[src/rtl/pchp_pkg.sv]
package pchp_pkg;

    // ==========================================================
    // configuration dword byte addresses
    localparam logic [7:0] PCHP_OFF_IDENT     = 8'h00;
    localparam logic [7:0] PCHP_OFF_STATUS    = 8'h04;
    localparam logic [7:0] PCHP_OFF_REVCLASS  = 8'h08;
    localparam logic [7:0] PCHP_OFF_TIMING    = 8'h0C;
    localparam logic [7:0] PCHP_OFF_CARDINFO  = 8'h28;
    localparam logic [7:0] PCHP_OFF_SUBSYS    = 8'h2C;
    localparam logic [7:0] PCHP_OFF_CAPPTR    = 8'h34;
    localparam logic [7:0] PCHP_OFF_INTR      = 8'h3C;

    // ==========================================================
    // field positions inside a dword
    localparam int PCHP_POS_CAPLIST   = 20;
    localparam int PCHP_POS_B2B       = 23;
    localparam int PCHP_POS_DEVSEL    = 25;
    localparam int PCHP_POS_LATENCY   = 8;
    localparam int PCHP_POS_INTLINE   = 0;
    localparam int PCHP_POS_INTPIN    = 8;
    localparam int PCHP_POS_MAXLAT    = 16;
    localparam int PCHP_POS_MINGNT    = 24;
    localparam int PCHP_LANE_LATENCY  = 1;
    localparam int PCHP_LANE_INTLINE  = 0;

    // ==========================================================
    // reset values and encodings
    localparam logic [7:0]  PCHP_RST_BYTE    = 8'h00;
    localparam logic [31:0] PCHP_RST_WORD    = 32'h0000_0000;
    localparam logic [7:0]  PCHP_INTPIN_A    = 8'h01;
    localparam logic [1:0]  PCHP_DEVSEL_SLOW = 2'h2;
    localparam logic [7:0]  PCHP_CAPPTR_DEF  = 8'h40;

    // ==========================================================
    // state types
    typedef struct packed {
        logic [7:0] val;
    } pchp_byte_state_type;

    typedef struct packed {
        logic [31:0] rdata;
        logic        ack;
        logic        inta_oe;
        logic        iack_claim;
    } pchp_top_state_type;

endpackage : pchp_pkg

[src/rtl/pchp_config_header.sv]
`timescale 1ns/1ps


module pchp_config_header
    import pchp_pkg::*;
(
    // clock and reset
    input  wire logic        mclk,
    input  wire logic        rst_b,
    // configuration access from target engine
    input  wire logic        cfg_rd,
    input  wire logic        cfg_wr,
    input  wire logic [7:0]  cfg_addr,
    input  wire logic [3:0]  cfg_be,
    input  wire logic [31:0] cfg_wdata,
    output logic             cfg_ack,
    output logic [31:0]      cfg_rdata,
    // configuration space port, static values from local logic
    input  wire logic [15:0] maker_ident_in,
    input  wire logic [15:0] product_ident_in,
    input  wire logic [15:0] subsystem_maker_in,
    input  wire logic [15:0] subsystem_product_in,
    input  wire logic [7:0]  revision_in,
    input  wire logic [23:0] class_in,
    input  wire logic [1:0]  decode_speed_in,
    input  wire logic        cap_list_en_in,
    input  wire logic [7:0]  cap_pointer_in,
    input  wire logic [31:0] card_info_pointer_in,
    input  wire logic        back_to_back_capable_in,
    input  wire logic        iack_enable_in,
    input  wire logic [7:0]  int_pin_in,
    input  wire logic        hw_latency_en_in,
    input  wire logic [7:0]  hw_latency_val_in,
    input  wire logic [7:0]  min_grant_in,
    input  wire logic [7:0]  max_latency_in,
    // interrupt acknowledge command
    input  wire logic        iack_cmd,
    output logic             iack_claim,
    // interrupts
    input  wire logic        local_int_b,
    output logic             inta_b_o,
    output logic             inta_b_oe,
    // local side views
    output logic [7:0]       latency_timer_out,
    output logic [7:0]       int_line_out
);

    // ==========================================================
    // address decode helpers
    function automatic logic hit(input logic [7:0] addr,
                                 input logic [7:0] off);
        hit = (addr[7:2] == off[7:2]);
    endfunction : hit

    pchp_top_state_type st_ff;
    pchp_top_state_type nxt_st;

    logic [31:0] status_word;
    logic [31:0] rd_word;
    logic        lat_wr;
    logic        line_wr;

    // ==========================================================
    // status dword
    pchp_status_word u_status (
        .cap_list_en_in          (cap_list_en_in),
        .back_to_back_capable_in (back_to_back_capable_in),
        .decode_speed_in         (decode_speed_in),
        .status_word             (status_word)
    );

    // ==========================================================
    // writable bytes; all other writes are dropped
    assign lat_wr = cfg_wr && hit(cfg_addr, PCHP_OFF_TIMING)
                    && cfg_be[PCHP_LANE_LATENCY];
    assign line_wr = cfg_wr && hit(cfg_addr, PCHP_OFF_INTR)
                     && cfg_be[PCHP_LANE_INTLINE];

    pchp_rw_byte u_latency (
        .mclk         (mclk),
        .rst_b        (rst_b),
        .wr_stb       (lat_wr),
        .wr_data      (cfg_wdata[PCHP_POS_LATENCY +: 8]),
        .hardwire_en  (hw_latency_en_in),
        .hardwire_val (hw_latency_val_in),
        .value_out    (latency_timer_out)
    );

    pchp_rw_byte u_int_line (
        .mclk         (mclk),
        .rst_b        (rst_b),
        .wr_stb       (line_wr),
        .wr_data      (cfg_wdata[PCHP_POS_INTLINE +: 8]),
        .hardwire_en  (1'b0),
        .hardwire_val (PCHP_RST_BYTE),
        .value_out    (int_line_out)
    );

    // ==========================================================
    // read data selection
    always_comb begin
        rd_word = PCHP_RST_WORD;
        if (hit(cfg_addr, PCHP_OFF_IDENT)) begin
            rd_word[15:0] = maker_ident_in;
            rd_word[31:16] = product_ident_in;
        end else if (hit(cfg_addr, PCHP_OFF_STATUS)) begin
            rd_word = status_word;
        end else if (hit(cfg_addr, PCHP_OFF_REVCLASS)) begin
            rd_word[7:0] = revision_in;
            rd_word[31:8] = class_in;
        end else if (hit(cfg_addr, PCHP_OFF_TIMING)) begin
            rd_word[PCHP_POS_LATENCY +: 8] = latency_timer_out;
        end else if (hit(cfg_addr, PCHP_OFF_CARDINFO)) begin
            rd_word = card_info_pointer_in;
        end else if (hit(cfg_addr, PCHP_OFF_SUBSYS)) begin
            rd_word[15:0] = subsystem_maker_in;
            rd_word[31:16] = subsystem_product_in;
        end else if (hit(cfg_addr, PCHP_OFF_CAPPTR)) begin
            rd_word[7:0] = cap_pointer_in;
        end else if (hit(cfg_addr, PCHP_OFF_INTR)) begin
            rd_word[PCHP_POS_INTLINE +: 8] = int_line_out;
            rd_word[PCHP_POS_INTPIN +: 8] = int_pin_in;
            rd_word[PCHP_POS_MAXLAT +: 8] = max_latency_in;
            rd_word[PCHP_POS_MINGNT +: 8] = min_grant_in;
        end
    end

    // ==========================================================
    // next state
    always_comb begin
        nxt_st = st_ff;
        nxt_st.ack = cfg_rd || cfg_wr;
        if (cfg_rd) begin
            nxt_st.rdata = rd_word;
        end else begin
            nxt_st.rdata = PCHP_RST_WORD;
        end
        nxt_st.iack_claim = iack_cmd && iack_enable_in;
        nxt_st.inta_oe = (int_pin_in == PCHP_INTPIN_A)
                         && !local_int_b;
    end

    // ==========================================================
    // state register
    always_ff @(posedge mclk or negedge rst_b) begin
        if (!rst_b) begin
            st_ff.rdata <= PCHP_RST_WORD;
            st_ff.ack <= 1'b0;
            st_ff.inta_oe <= 1'b0;
            st_ff.iack_claim <= 1'b0;
        end else begin
            st_ff <= nxt_st;
        end
    end

    // ==========================================================
    // outputs
    assign cfg_ack = st_ff.ack;
    assign cfg_rdata = st_ff.rdata;
    assign iack_claim = st_ff.iack_claim;
    assign inta_b_o = 1'b0;
    assign inta_b_oe = st_ff.inta_oe;

endmodule : pchp_config_header

[src/rtl/pchp_rw_byte.sv]
`timescale 1ns/1ps

module pchp_rw_byte
    import pchp_pkg::*;
(
    // clock and reset
    input  wire logic       mclk,
    input  wire logic       rst_b,
    // software write
    input  wire logic       wr_stb,
    input  wire logic [7:0] wr_data,
    // hardwire option
    input  wire logic       hardwire_en,
    input  wire logic [7:0] hardwire_val,
    // stored value
    output logic [7:0]      value_out
);

    pchp_byte_state_type st_ff;
    pchp_byte_state_type nxt_st;

    // ==========================================================
    // next value
    always_comb begin
        nxt_st = st_ff;
        if (hardwire_en) begin
            nxt_st.val = hardwire_val;
        end else if (wr_stb) begin
            nxt_st.val = wr_data;
        end
    end

    // ==========================================================
    // register
    always_ff @(posedge mclk or negedge rst_b) begin
        if (!rst_b) begin
            st_ff.val <= PCHP_RST_BYTE;
        end else begin
            st_ff <= nxt_st;
        end
    end

    assign value_out = st_ff.val;

endmodule : pchp_rw_byte

[src/rtl/pchp_status_word.sv]
`timescale 1ns/1ps

module pchp_status_word
    import pchp_pkg::*;
(
    // status sources
    input  wire logic       cap_list_en_in,
    input  wire logic       back_to_back_capable_in,
    input  wire logic [1:0] decode_speed_in,
    // assembled dword
    output logic [31:0]     status_word
);

    // ==========================================================
    // status half of dword 04, command half reads zero
    always_comb begin
        status_word = PCHP_RST_WORD;
        status_word[PCHP_POS_CAPLIST] = cap_list_en_in;
        status_word[PCHP_POS_B2B] = back_to_back_capable_in;
        status_word[PCHP_POS_DEVSEL +: 2] = decode_speed_in;
    end

endmodule : pchp_status_word
[config.mk]
export PLATFORM = sky130hd
export DESIGN_NAME = pchp_config_header
export DESIGN_NICKNAME = d
export VERILOG_FILES = /design/src/rtl/pchp_pkg.sv /design/src/rtl/pchp_config_header.sv /design/src/rtl/pchp_rw_byte.sv /design/src/rtl/pchp_status_word.sv
export SDC_FILE = /design/constraint.sdc
export NUM_CORES = 1
export LEC_CHECK = 0
export BUFFER_PORTS_ARGS = -buffer_cell sky130_fd_sc_hd__buf_4
export CORE_AREA = 4 4 104 106
export CTS_BUF_LIST = sky130_fd_sc_hd__clkbuf_2
export CTS_CLUSTER_SIZE = 10
export DETAILED_ROUTE_END_ITERATION = 16
export DIE_AREA = 0 0 108 110
export PLACE_DENSITY = 0.71
export SLEW_MARGIN = 20
export SYNTH_ARGS = -nofsm -noshare
export SYNTH_HDL_FRONTEND = slang
export SYNTH_SLANG_ARGS = --single-unit
[constraint.sdc]
create_clock -name mclk -period 2.51 [get_ports mclk]
set_clock_uncertainty 0.1 [all_clocks]
set_input_delay 0.1255 -clock mclk [delete_from_list [all_inputs] [get_ports mclk]]
set_output_delay 0.1255 -clock mclk [all_outputs]
set_load 0.01 [all_outputs]
==> metrics.md, run 1 <==
| Metric | Value |
|---|---|
| Status | `complete, no violations` |
| Yosys warns | `0` |
| Grt ovf | `0` |
| Post-Layout Inst Area | `6430 sq um` |
| Die W | `108 microns` |
| Tmin final | `2.20 ns` |
| M3 GR Usage | `6.81%` |
| Highest Clock Rate | `0.455 GHz` |
| Fill count | `728` |
| Met1 Use GR | `25.2%` |
| Worst Tran Pin Value | `0.724 ns` |
| Crit path top cell by count | `buf_4` |
| Maxcap violations | `0` |
| CP Launch Type | `input pin` |
| Met2 Use GR | `45.6%` |
| GPL Wtd Cong | `0.803` |
| #FFs+latches synth | `51` |
| Final setup vio count | `0` |
| Fin. Hold Viols | `0` |
| Critical path arrival | `2.46 ns` |
| Post-DP HPWL | `10,100 microns` |
| Post_cts resized | `0` |
| GRT Total Usage | `23.8%` |
| Mapped Avg Cell Area | `10.2 sq um` |
| Vias in the first global route | `4,330` |
| Leakage | `3.21 nW` |
| Placement Setup Slack | `0.485 ns` |
| CP endpoint kind | `flip-flop` |
| Die Area | `11,900 sq um` |
| Syn Inst Count | `320` |
| Layout cells sized above 1 | `45.6%` |
| Commonest non-fill, non-tap cells in the layout | `buf_4, dlygate4sd3_1, dfrtp_1, mux2i_1` |
| CP Cell Sequence | `buf_4 > buf_4 > nor2_1 > nand3_1 > o21ai_0 > o22ai_1 > dlygate4sd3_1` |
| Synthesized area | `3280 sq um` |
| H-tree Lvls | `2` |
| Final core utilization | `65.8%` |
| Slowest CP cell | `dlygate4sd3_1` |
| Clk_lat worst skew | `0.43 ns` |
| Starting Density | `33.6%` |
| CTS sink count | `51` |
| CTS root buffer | `clkbuf_2` |
| Synth cell types | `35` |
| Die H | `110 microns` |
| Crit share post-route | `87.6%` |
| Initial drt markers | `225` |
| Post-synth top area share | `38.9%` |
| Crit-path max cell delay | `0.56 ns` |
| PwrDens | `339 nW/um^2` |
| Io pins | `276` |
| DRC viols | `0` |
| Post-Route WL | `15,000 microns` |
| Synth area leader | `dfrtp_1` |
| Hold buffers post-CTS | `109` |
| Kind of critical path | `in -> reg` |
| Register area share after synthesis | `38.9%` |
| Layout overhead on the synthesized area | `96.1%` |
| CTS tree | `done` |
| Largest net degree at the start of global routing | `52` |
| Vias | `4,088` |
| CP Max Fanout | `27` |
| CTS Buf Count | `5` |
| Core area | `9770 sq um` |
| Routed wire per std cell | `18.7 microns` |
| Slew headroom | `51.6%` |
| Final worst setup slack | `0.312 ns` |
| Most common cell after layout, fill and taps aside | `buf_4` |
| Drt first pass iters | `4` |
| Critical Path RT | `2.77 ns` |
| GR peak layer | `met2` |
| Row count | `36` |
| Worst VDD drop | `0.248 mV` |
| Area of placed instances | `5250 sq um` |
| RSZ-0062 raised after global routing | `no` |
| Global-route wire length before repair | `21,900 microns` |
| ANT cells | `0` |
| Net Count, Synth | `544` |
| Sum of negative setup slack | `0 ns` |
| Post-route antenna net violation count | `0` |
| Synth area leaders | `dfrtp_1, mux2i_1, a22oi_1` |
| Post-DR vias/cell | `5.11` |
| CTS Buffer Depth | `2` |
| Slew Limit Fails | `0` |
| Fin nets | `890` |
| Initial antenna violation count | `1` |
| PortBufs | `254` |
| Clk slew on worst S/H paths | `0.27 ns` |
| # Post-CTS Setup Buffers | `0` |
| Hold crit path type | `in -> reg` |
registers in the layout, summed over array words and instances (netlist names):
name / count
cfg_ack: 1
cfg_rdata: 32
iack_claim: 1
inta_b_oe: 1
u_int_line.value_out: 8
u_latency.value_out: 8
synth_stat cells, drive strengths merged:
library cell	count
and2	2
o2bb2ai	8
and3	3
mux2	28
a21oi	1
a211oi	4
a22oi	32
conb	1
buf	16
nand3	1
inv	5
nor4	2
nand2b	20
nor4b	1
o21ai	32
nand3b	1
or2	1
and3b	1
clkbuf	15
a2bb2oi	12
nor2b	1
dfrtp	51
a41oi	1
nand2	10
mux2i	40
o22ai	20
nor2	10
nor3b	1
worst paths after layout:
kind / from / endpoint / slack (ns) / depth (start not counted)
max: cfg_addr[2] / cfg_rdata[31]$_DFF_PN0_ / 0.31 / 7
max in group asynchronous: rst_b / inta_b_oe$_DFF_PN0_ / 1.73 / 2
min: class_in[18] / cfg_rdata[26]$_DFF_PN0_ / 0.04 / 5
min reg2reg: u_latency.value_out[6]$_DFFE_PN0P_ / u_latency.value_out[6]$_DFFE_PN0P_ / 0.48 / 2
min in group asynchronous: rst_b / u_int_line.value_out[6]$_DFFE_PN0P_ / 0.13 / 2
max reg2reg: u_int_line.value_out[5]$_DFFE_PN0P_ / cfg_rdata[5]$_DFF_PN0_ / 0.60 / 4
metrics by stage:
stage | std cells | hold slack (ns) | total power [mW]
2_1_floorplan | 320 | -0.270 | 1.13
3_3_place_gp | 683 | 0.0940 | 1.49
3_5_place_dp | 683 | 0.110 | 1.50
4_1_cts | 800 | 0.00607 | 2.19
5_1_grt | 800 | 0.0244 | 2.28
6_report | 800 | 0.0395 | 2.18
area by class of cell:
class / count / area, sq um / area share (%)
repair buffers: 370 / 3050 / 47.4
flip-flops and latches: 51 / 1280 / 19.8
clock buffers: 5 / 25.0 / 0.389
multi-input cells: 233 / 1830 / 28.4
inverters: 5 / 18.8 / 0.292
clock inverters: 3 / 67.6 / 1.05
well taps: 133 / 166 / 2.59
kinds of logic after synthesis:
kind of cell | count (synthesis) | synth area share (%)
and+or+nand+nor | 54 | 9.96
muxes | 68 | 22.7
DFF | 51 | 38.9
other | 1 | 0.114
buffers and inverters | 36 | 5.34
AOI/OAI and AO/OA | 110 | 22.9
where the power goes:
part,internal (mW),switching [mW]
logic,0.477,0.267
clock network,0.267,0.285
registers,0.858,0.0297
layer usage:
layer	vias up	wire length (microns)
met2	240	7740
met1	1907	5330
met4	2	396
met5	-	20
li1	1897	-
met3	42	1470
critical path: cells and delay by family:
family / cells / cell delay (ns)
AND/OR/NAND/NOR: 2 / 0.69
buffers and inverters: 3 / 1.03
AO/OA/AOI/OAI: 2 / 0.58
Note: power is estimated with default switching activity, not from simulation.
==> run 2, diff against run 1 <==
--- a/config.mk
+++ b/config.mk
@@ -8,3 +8,4 @@
 export BUFFER_PORTS_ARGS = -buffer_cell sky130_fd_sc_hd__buf_4
-export CORE_AREA = 4 4 104 106
+export CORE_MARGIN = 4
+export CORE_UTILIZATION = 30
 export CTS_BUF_LIST = sky130_fd_sc_hd__clkbuf_2
@@ -12,4 +13,4 @@
 export DETAILED_ROUTE_END_ITERATION = 16
-export DIE_AREA = 0 0 108 110
-export PLACE_DENSITY = 0.71
+export MAX_ROUTING_LAYER = met4
+export PLACE_DENSITY = 0.65
 export SLEW_MARGIN = 20
--- a/constraint.sdc
+++ b/constraint.sdc
@@ -4,2 +4,2 @@
 set_output_delay 0.1255 -clock mclk [all_outputs]
-set_load 0.01 [all_outputs]
+set_load 0.1 [all_outputs]
==> metrics.md, run 2 (synthesis gave the netlist of run 1 again) <==
| Metric | Value |
|---|---|
| Post_cts resized | `0 (unchanged)` |
| Crit share post-route | `80.9% (-6.7 points)` |
| Placement Setup Slack | `0.600 ns (+0.116 ns)` |
| Commonest non-fill, non-tap cells in the layout | `buf_4, dlygate4sd3_1, dfrtp_1, mux2i_1` |
| CP Launch Point | `cfg_addr[3]` |
| Grt ovf | `0 (unchanged)` |
| PnR Total Power | `2.22 mW (+1.6%)` |
| ANT cells | `0 (unchanged)` |
| Layout overhead on the synthesized area | `94.7%` |
| R2R setup slack | `0.70 ns (+0.10 ns)` |
| Highest Clock Rate | `0.493 GHz (+8.3%)` |
| Maxcap violations | `0 (unchanged)` |
| Sum of negative setup slack | `0 ns (unchanged)` |
| Final worst setup slack | `0.480 ns (+0.168 ns)` |
| Critical Path RT | `2.77 ns (about the same)` |
| CP Launch Type | `input pin` |
| Critical path arrival | `2.29 ns (-0.17 ns)` |
| Slowest CP cell | `dlygate4sd3_1` |
| Critical Path End | `cfg_rdata[16]$_DFF_PN0_` |
| CTS Buf Count | `5 (unchanged)` |
| PortBufs | `254 (unchanged)` |
| PwrDens | `347 nW/um^2 (+2.3%)` |
| DRC viols | `0 (unchanged)` |
| RSZ-0062 raised after global routing | `no` |
| Worst VDD drop | `0.206 mV (-17%)` |
| CTS root buffer | `clkbuf_2` |
| Post-DR vias/cell | `5.01 (-1.9%)` |
| CP Max Fanout | `45 (+67%)` |
| CP endpoint kind | `flip-flop` |
| Fin. Hold Viols | `0 (unchanged)` |
| CTS tree | `done` |
| Routed wire per std cell | `17.9 microns (-4.0%)` |
| Clk_lat worst skew | `0.44 ns (about the same)` |
| Hold crit path type | `in -> reg` |
| Area of placed instances | `5260 sq um (+0.21%)` |
| Post-route antenna net violation count | `0 (unchanged)` |
| Row count | `37 (+2.8%)` |
| Crit-path max cell delay | `0.58 ns (+0.02 ns)` |
| Die Area | `12,700 sq um (+6.6%)` |
| Die W | `113 microns (+4.2%)` |
| CTS Buffer Depth | `2 (unchanged)` |
| WP depth | `6 (-1)` |
| # Post-CTS Setup Buffers | `0 (unchanged)` |
| Core area | `10,500 sq um (+7.0%)` |
| Drt first pass iters | `4 (unchanged)` |
| Vias in the first global route | `4,432 (+2.4%)` |
| H-tree Lvls | `2 (unchanged)` |
| CTS sink count | `51 (unchanged)` |
| Reg2Reg Launch Point | `u_int_line.value_out[4]$_DFFE_PN0P_` |
| Status | `complete, no violations` |
| Post-Layout Inst Area | `6380 sq um (-0.76%)` |
| Kind of critical path | `in -> reg` |
| Critical path's top delay family | `buffers and inverters` |
| Fill count | `886 (+22%)` |
| Slew headroom | `55.2% (+3.6 points)` |
| Worst r2r path cells | `4 (unchanged)` |
| Die H | `113 microns (+2.3%)` |
| Most common cell after layout, fill and taps aside | `buf_4` |
| Hold buffers post-CTS | `108 (-0.92%)` |
| Max reg flops | `32 (unchanged)` |
| GRT Total Usage | `22.6% (-1.2 points)` |
| Initial antenna violation count | `0 (-1)` |
| Hold_ws | `0.0523 ns (+0.0128 ns)` |
| Slew Limit Fails | `0 (unchanged)` |
| Fin nets | `890 (unchanged)` |
| Post-Route WL | `14,400 microns (-3.7%)` |
| Reg2reg end | `cfg_rdata[4]$_DFF_PN0_` |
| Io pins | `276 (unchanged)` |
| Clk slew on worst S/H paths | `0.27 ns (about the same)` |
| Vias | `4,025 (-1.5%)` |
| CP Cell Sequence | `buf_4 > buf_4 > mux2i_1 > dlygate4sd3_1 > o22ai_1 > dlygate4sd3_1` |
| Layout cells sized above 1 | `45.7% (+0.15 points)` |
| Final setup vio count | `0 (unchanged)` |
| Starting Density | `31.3% (-2.2 points)` |
| GPL Wtd Cong | `0.818 (+1.8%)` |
| Tmin final | `2.03 ns (-0.168 ns)` |
| Initial drt markers | `138 (-39%)` |
| Post-DP HPWL | `10,300 microns (+1.7%)` |
| Worst Tran Pin Value | `0.672 ns (-0.0521 ns)` |
| Largest net degree at the start of global routing | `52 (unchanged)` |
| Leakage | `3.19 nW (-0.63%)` |
| Crit path buf inv count | `4 (+1)` |
| Global-route wire length before repair | `22,400 microns (+2.6%)` |
==> run 2: cell count changes in the layout (fill, tap and decap cells not counted), sizes merged <==
cell         delta
bufinv          -2
clkbuf          +1
buf             +1
clkinv          +1
dlygate4sd3     -1
==> run 2: stage by stage <==
stage / util (%) / cells
detailed placement: 50.3 / 687
finish: 61.0 / 803
global route: 61.0 / 803
CTS: 61.0 / 803
floorplan: - / 320
global placement: 50.3 / 687
==> run 2: final cells by class <==
cell class	instances	area [sq um]	share of cell area, %
clock buffer	6	30.0	0.470
clock inverter	2	12.5	0.196
inverter	5	18.8	0.294
multi-input combinational	233	1830	28.6
sequential	51	1280	20.0
tap	136	170	2.67
timing repair buffer	370	3050	47.7
==> run 2: worst reg2reg max path, delay by kind of cell, from the launching register on <==
| kind | cells | cell delay [ns] |
|---|---|---|
| muxes | 1 | 0.27 |
| buffers and inverters | 1 | 0.55 |
| DFF | 1 | 0.48 |
| AOI/OAI and AO/OA | 2 | 0.35 |
==> run 2: how the worst min path moves through the flow <==
stage / slack (ns) / startpoint / cells after the start / end
2_1_floorplan: -0.27 / rst_b / 0 / cfg_ack$_DFF_PN0_
3_3_place_gp: 0.10 / rst_b / 1 / cfg_rdata[1]$_DFF_PN0_
3_5_place_dp: 0.11 / rst_b / 1 / iack_claim$_DFF_PN0_
4_1_cts: 0.002 / class_in[15] / 5 / cfg_rdata[23]$_DFF_PN0_
5_1_grt: 0.03 / class_in[15] / 5 / cfg_rdata[23]$_DFF_PN0_
6_report: 0.05 / class_in[15] / 5 / cfg_rdata[23]$_DFF_PN0_
==> run 2: per-layer routing <==
layer  up-vias  global-route usage [%]  routed length (microns)
li1       1891                       -                        -
met2       193                    39.4                     7530
met3        39                    3.40                      884
met1      1902                    26.4                     5530
met4         0                    7.93                      456
met5         -                       -                        0
==> run 2: report_power, final <==
| part | switching, mW | internal, mW | total, mW |
|---|---|---|---|
| clock network | 0.273 | 0.0709 | 0.344 |
| registers | 0.0253 | 0.858 | 0.883 |
| logic | 0.513 | 0.477 | 0.991 |
==> run 3, diff against run 2 <==
- clock period: 2.51 -> 1.9 ns (I/O delays scaled with it)
==> metrics.md, run 3 (synthesis gave the netlist of run 1 again) <==
| Metric | Value |
|---|---|
| Post-route met1 wirelength | `5560 microns (+0.58%)` |
| Status | `finished with violations` |
| Slowest CP cell | `dlygate4sd3_1` |
| Hold crit path type | `in -> reg` |
| GPL Wtd Cong | `0.823 (+0.64%)` |
| Final setup vio count | `1 (+1)` |
| Fin nets | `896 (+0.67%)` |
| PortBufs | `254 (unchanged)` |
| Largest net degree at the start of global routing | `52 (unchanged)` |
| H-tree Lvls | `2 (unchanged)` |
| Crit path top cell by count | `dlygate4sd3_1` |
| CP Launch Type | `input pin` |
| Post-DP HPWL | `10,600 microns (+2.6%)` |
| Routed wire per std cell | `18.2 microns (+1.7%)` |
| Commonest non-fill, non-tap cells in the layout | `buf_4, dlygate4sd3_1, dfrtp_1, mux2i_1` |
| Layout overhead on the synthesized area | `96.6%` |
| CTS Buf Count | `5 (unchanged)` |
| Die H | `113 microns (unchanged)` |
| Critical Path RT | `2.17 ns (-0.60 ns)` |
| CTS sink count | `51 (unchanged)` |
| Core area | `10,500 sq um (unchanged)` |
| Global-route wire length before repair | `22,600 microns (+0.62%)` |
| Starting Density | `31.3% (unchanged)` |
| Metal2 WL | `7830 microns (+3.9%)` |
| Slew headroom | `56.4% (+1.2 points)` |
| Sum of negative setup slack | `-0.00565 ns (-0.00565 ns)` |
| DRC viols | `0 (unchanged)` |
| Kind of critical path | `in -> reg` |
| Final worst setup slack | `-0.00565 ns (-0.486 ns)` |
| Clk_lat worst skew | `0.44 ns (about the same)` |
| Tmin final | `1.91 ns` |
| Worst VDD drop | `0.359 mV (+74%)` |
| CP endpoint kind | `flip-flop` |
| CTS root buffer | `clkbuf_2` |
| Critical path arrival | `2.17 ns (-0.12 ns)` |
| Crit-path max cell delay | `0.59 ns (about the same)` |
| Post_cts resized | `0 (unchanged)` |
| Failing checks | `negative setup slack` |
| Highest Clock Rate | `0.525 GHz` |
| Most common cell after layout, fill and taps aside | `buf_4` |
| GRT Total Usage | `23.0% (+0.43 points)` |
| Drt first pass iters | `4 (unchanged)` |
| Initial drt markers | `182 (+32%)` |
| Grt ovf | `0 (unchanged)` |
| Fin. Hold Viols | `0 (unchanged)` |
| CTS Buffer Depth | `2 (unchanged)` |
| Max reg flops | `32 (unchanged)` |
| Met3 wire len | `882 microns (-0.23%)` |
| PwrDens | `475 nW/um^2 (+37%)` |
| RSZ-0062 raised after global routing | `no` |
| Slew Limit Fails | `0 (unchanged)` |
| ANT cells | `0 (unchanged)` |
| Critical path's top delay family | `buffers and inverters` |
| Post-route antenna net violation count | `0 (unchanged)` |
| Post-Route WL | `14,700 microns (+2.3%)` |
| Maxcap violations | `0 (unchanged)` |
| CP Max Fanout | `1 (-98%)` |
| Row count | `37 (unchanged)` |
| Crit path buf inv count | `4 (unchanged)` |
| Die Area | `12,700 sq um (unchanged)` |
| Leakage | `3.23 nW (+1.1%)` |
| Die W | `113 microns (unchanged)` |
| Layout cells sized above 1 | `46.1% (+0.40 points)` |
| Crit share post-route | `100%` |
| Vias | `4,012 (-0.32%)` |
| Initial antenna violation count | `0 (unchanged)` |
| Post-DR vias/cell | `4.97 (-0.94%)` |
| Worst Tran Pin Value | `0.654 ns (-0.0177 ns)` |
| CP Cell Sequence | `dlygate4sd3_1 > buf_4 > mux2i_1 > dlygate4sd3_1 > o22ai_1 > dlygate4sd3_1` |
| Final core utilization | `61.6% (+0.60 points)` |
| Vias in the first global route | `4,381 (-1.2%)` |
| Max layer used | `met4` |
| CTS tree | `done` |
| Io pins | `276 (unchanged)` |
| Clk slew on worst S/H paths | `0.26 ns (about the same)` |
run 3: cell count changes in the layout (fill, tap and decap cells not counted), sizes merged:
cell      before  now
buf          262  268
bufinv         0    1
clkinvlp       1    0
clkinv         1    0
run 3: what timing repair did:
| action | 4_1_cts | 5_1_grt |
|---|---|---|
| buffers inserted | 0 | 1 |
| endpoints found under the hold margin | 102 | 0 |
| setup endpoints to repair | 0 | 2 |
| hold buffers | 109 | 0 |
run 3: final cells by class:
class,instances,area [sq um]
Clock buffer,6,30.0
Sequential cell,51,1280
Multi-Input combinational cell,233,1830
Timing Repair Buffer,376,3090
Tap cell,136,170
Fill cell,894,4020
Inverter,5,18.8
Clock inverter,1,30.0
run 3: tightest hold or removal path, stage by stage:
cell,delay [ns]
buf_4,0.11
inv_1,0.04
o21ai_0,0.06
a2bb2oi_1,0.18
a211oi_1,0.06
run 3: path summary, 6_finish.rpt:
check | from | end | slack [ns] | cells past startpoint
worst max-delay path | maker_ident_in[3] | cfg_rdata[3]$_DFF_PN0_ | -0.006 | 6
worst min-delay path | class_in[18] | cfg_rdata[26]$_DFF_PN0_ | 0.0002 | 5
worst max register to register | u_int_line.value_out[1]$_DFFE_PN0P_ | cfg_rdata[1]$_DFF_PN0_ | 0.06 | 4
worst min register to register | u_latency.value_out[3]$_DFFE_PN0P_ | u_latency.value_out[3]$_DFFE_PN0P_ | 0.46 | 2
max in group asynchronous | rst_b | u_latency.value_out[5]$_DFFE_PN0P_ | 1.15 | 2
min in group asynchronous | rst_b | iack_claim$_DFF_PN0_ | 0.10 | 2
run 3: routing by layer:
metal,vias to the layer above,track usage (%)
met5,-,-
met4,0,8.41
met3,37,4.31
met2,176,41.3
met1,1894,25.3
li1,1905,-
run 3: per-stage QoR:
| step | area, sq um | hold WS, ns | total power, mW | setup WS (ns) | instances |
|---|---|---|---|---|---|
| 6_report | 6450 | 0.000166 | 3.06 | -0.00565 | 808 |
| 5_1_grt | 6450 | 0.00728 | 3.19 | 0.00202 | 808 |
| 4_1_cts | 6450 | 0.00165 | 3.06 | 0.0719 | 808 |
| 3_5_place_dp | 5300 | 0.0750 | 2.32 | 0.229 | 692 |
| 3_3_place_gp | 5300 | 0.0716 | 2.31 | 0.263 | 692 |
| 2_1_floorplan | 3280 | -0.301 | 1.82 | 0.247 | 320 |
run 3: power breakdown:
part / total [mW] / internal [mW] / leakage, nW / switching (mW)
combinational: 1.32 / 0.638 / 2.50 / 0.682
sequential: 1.17 / 1.13 / 0.688 / 0.0335
clock: 0.575 / 0.221 / 0.0391 / 0.354
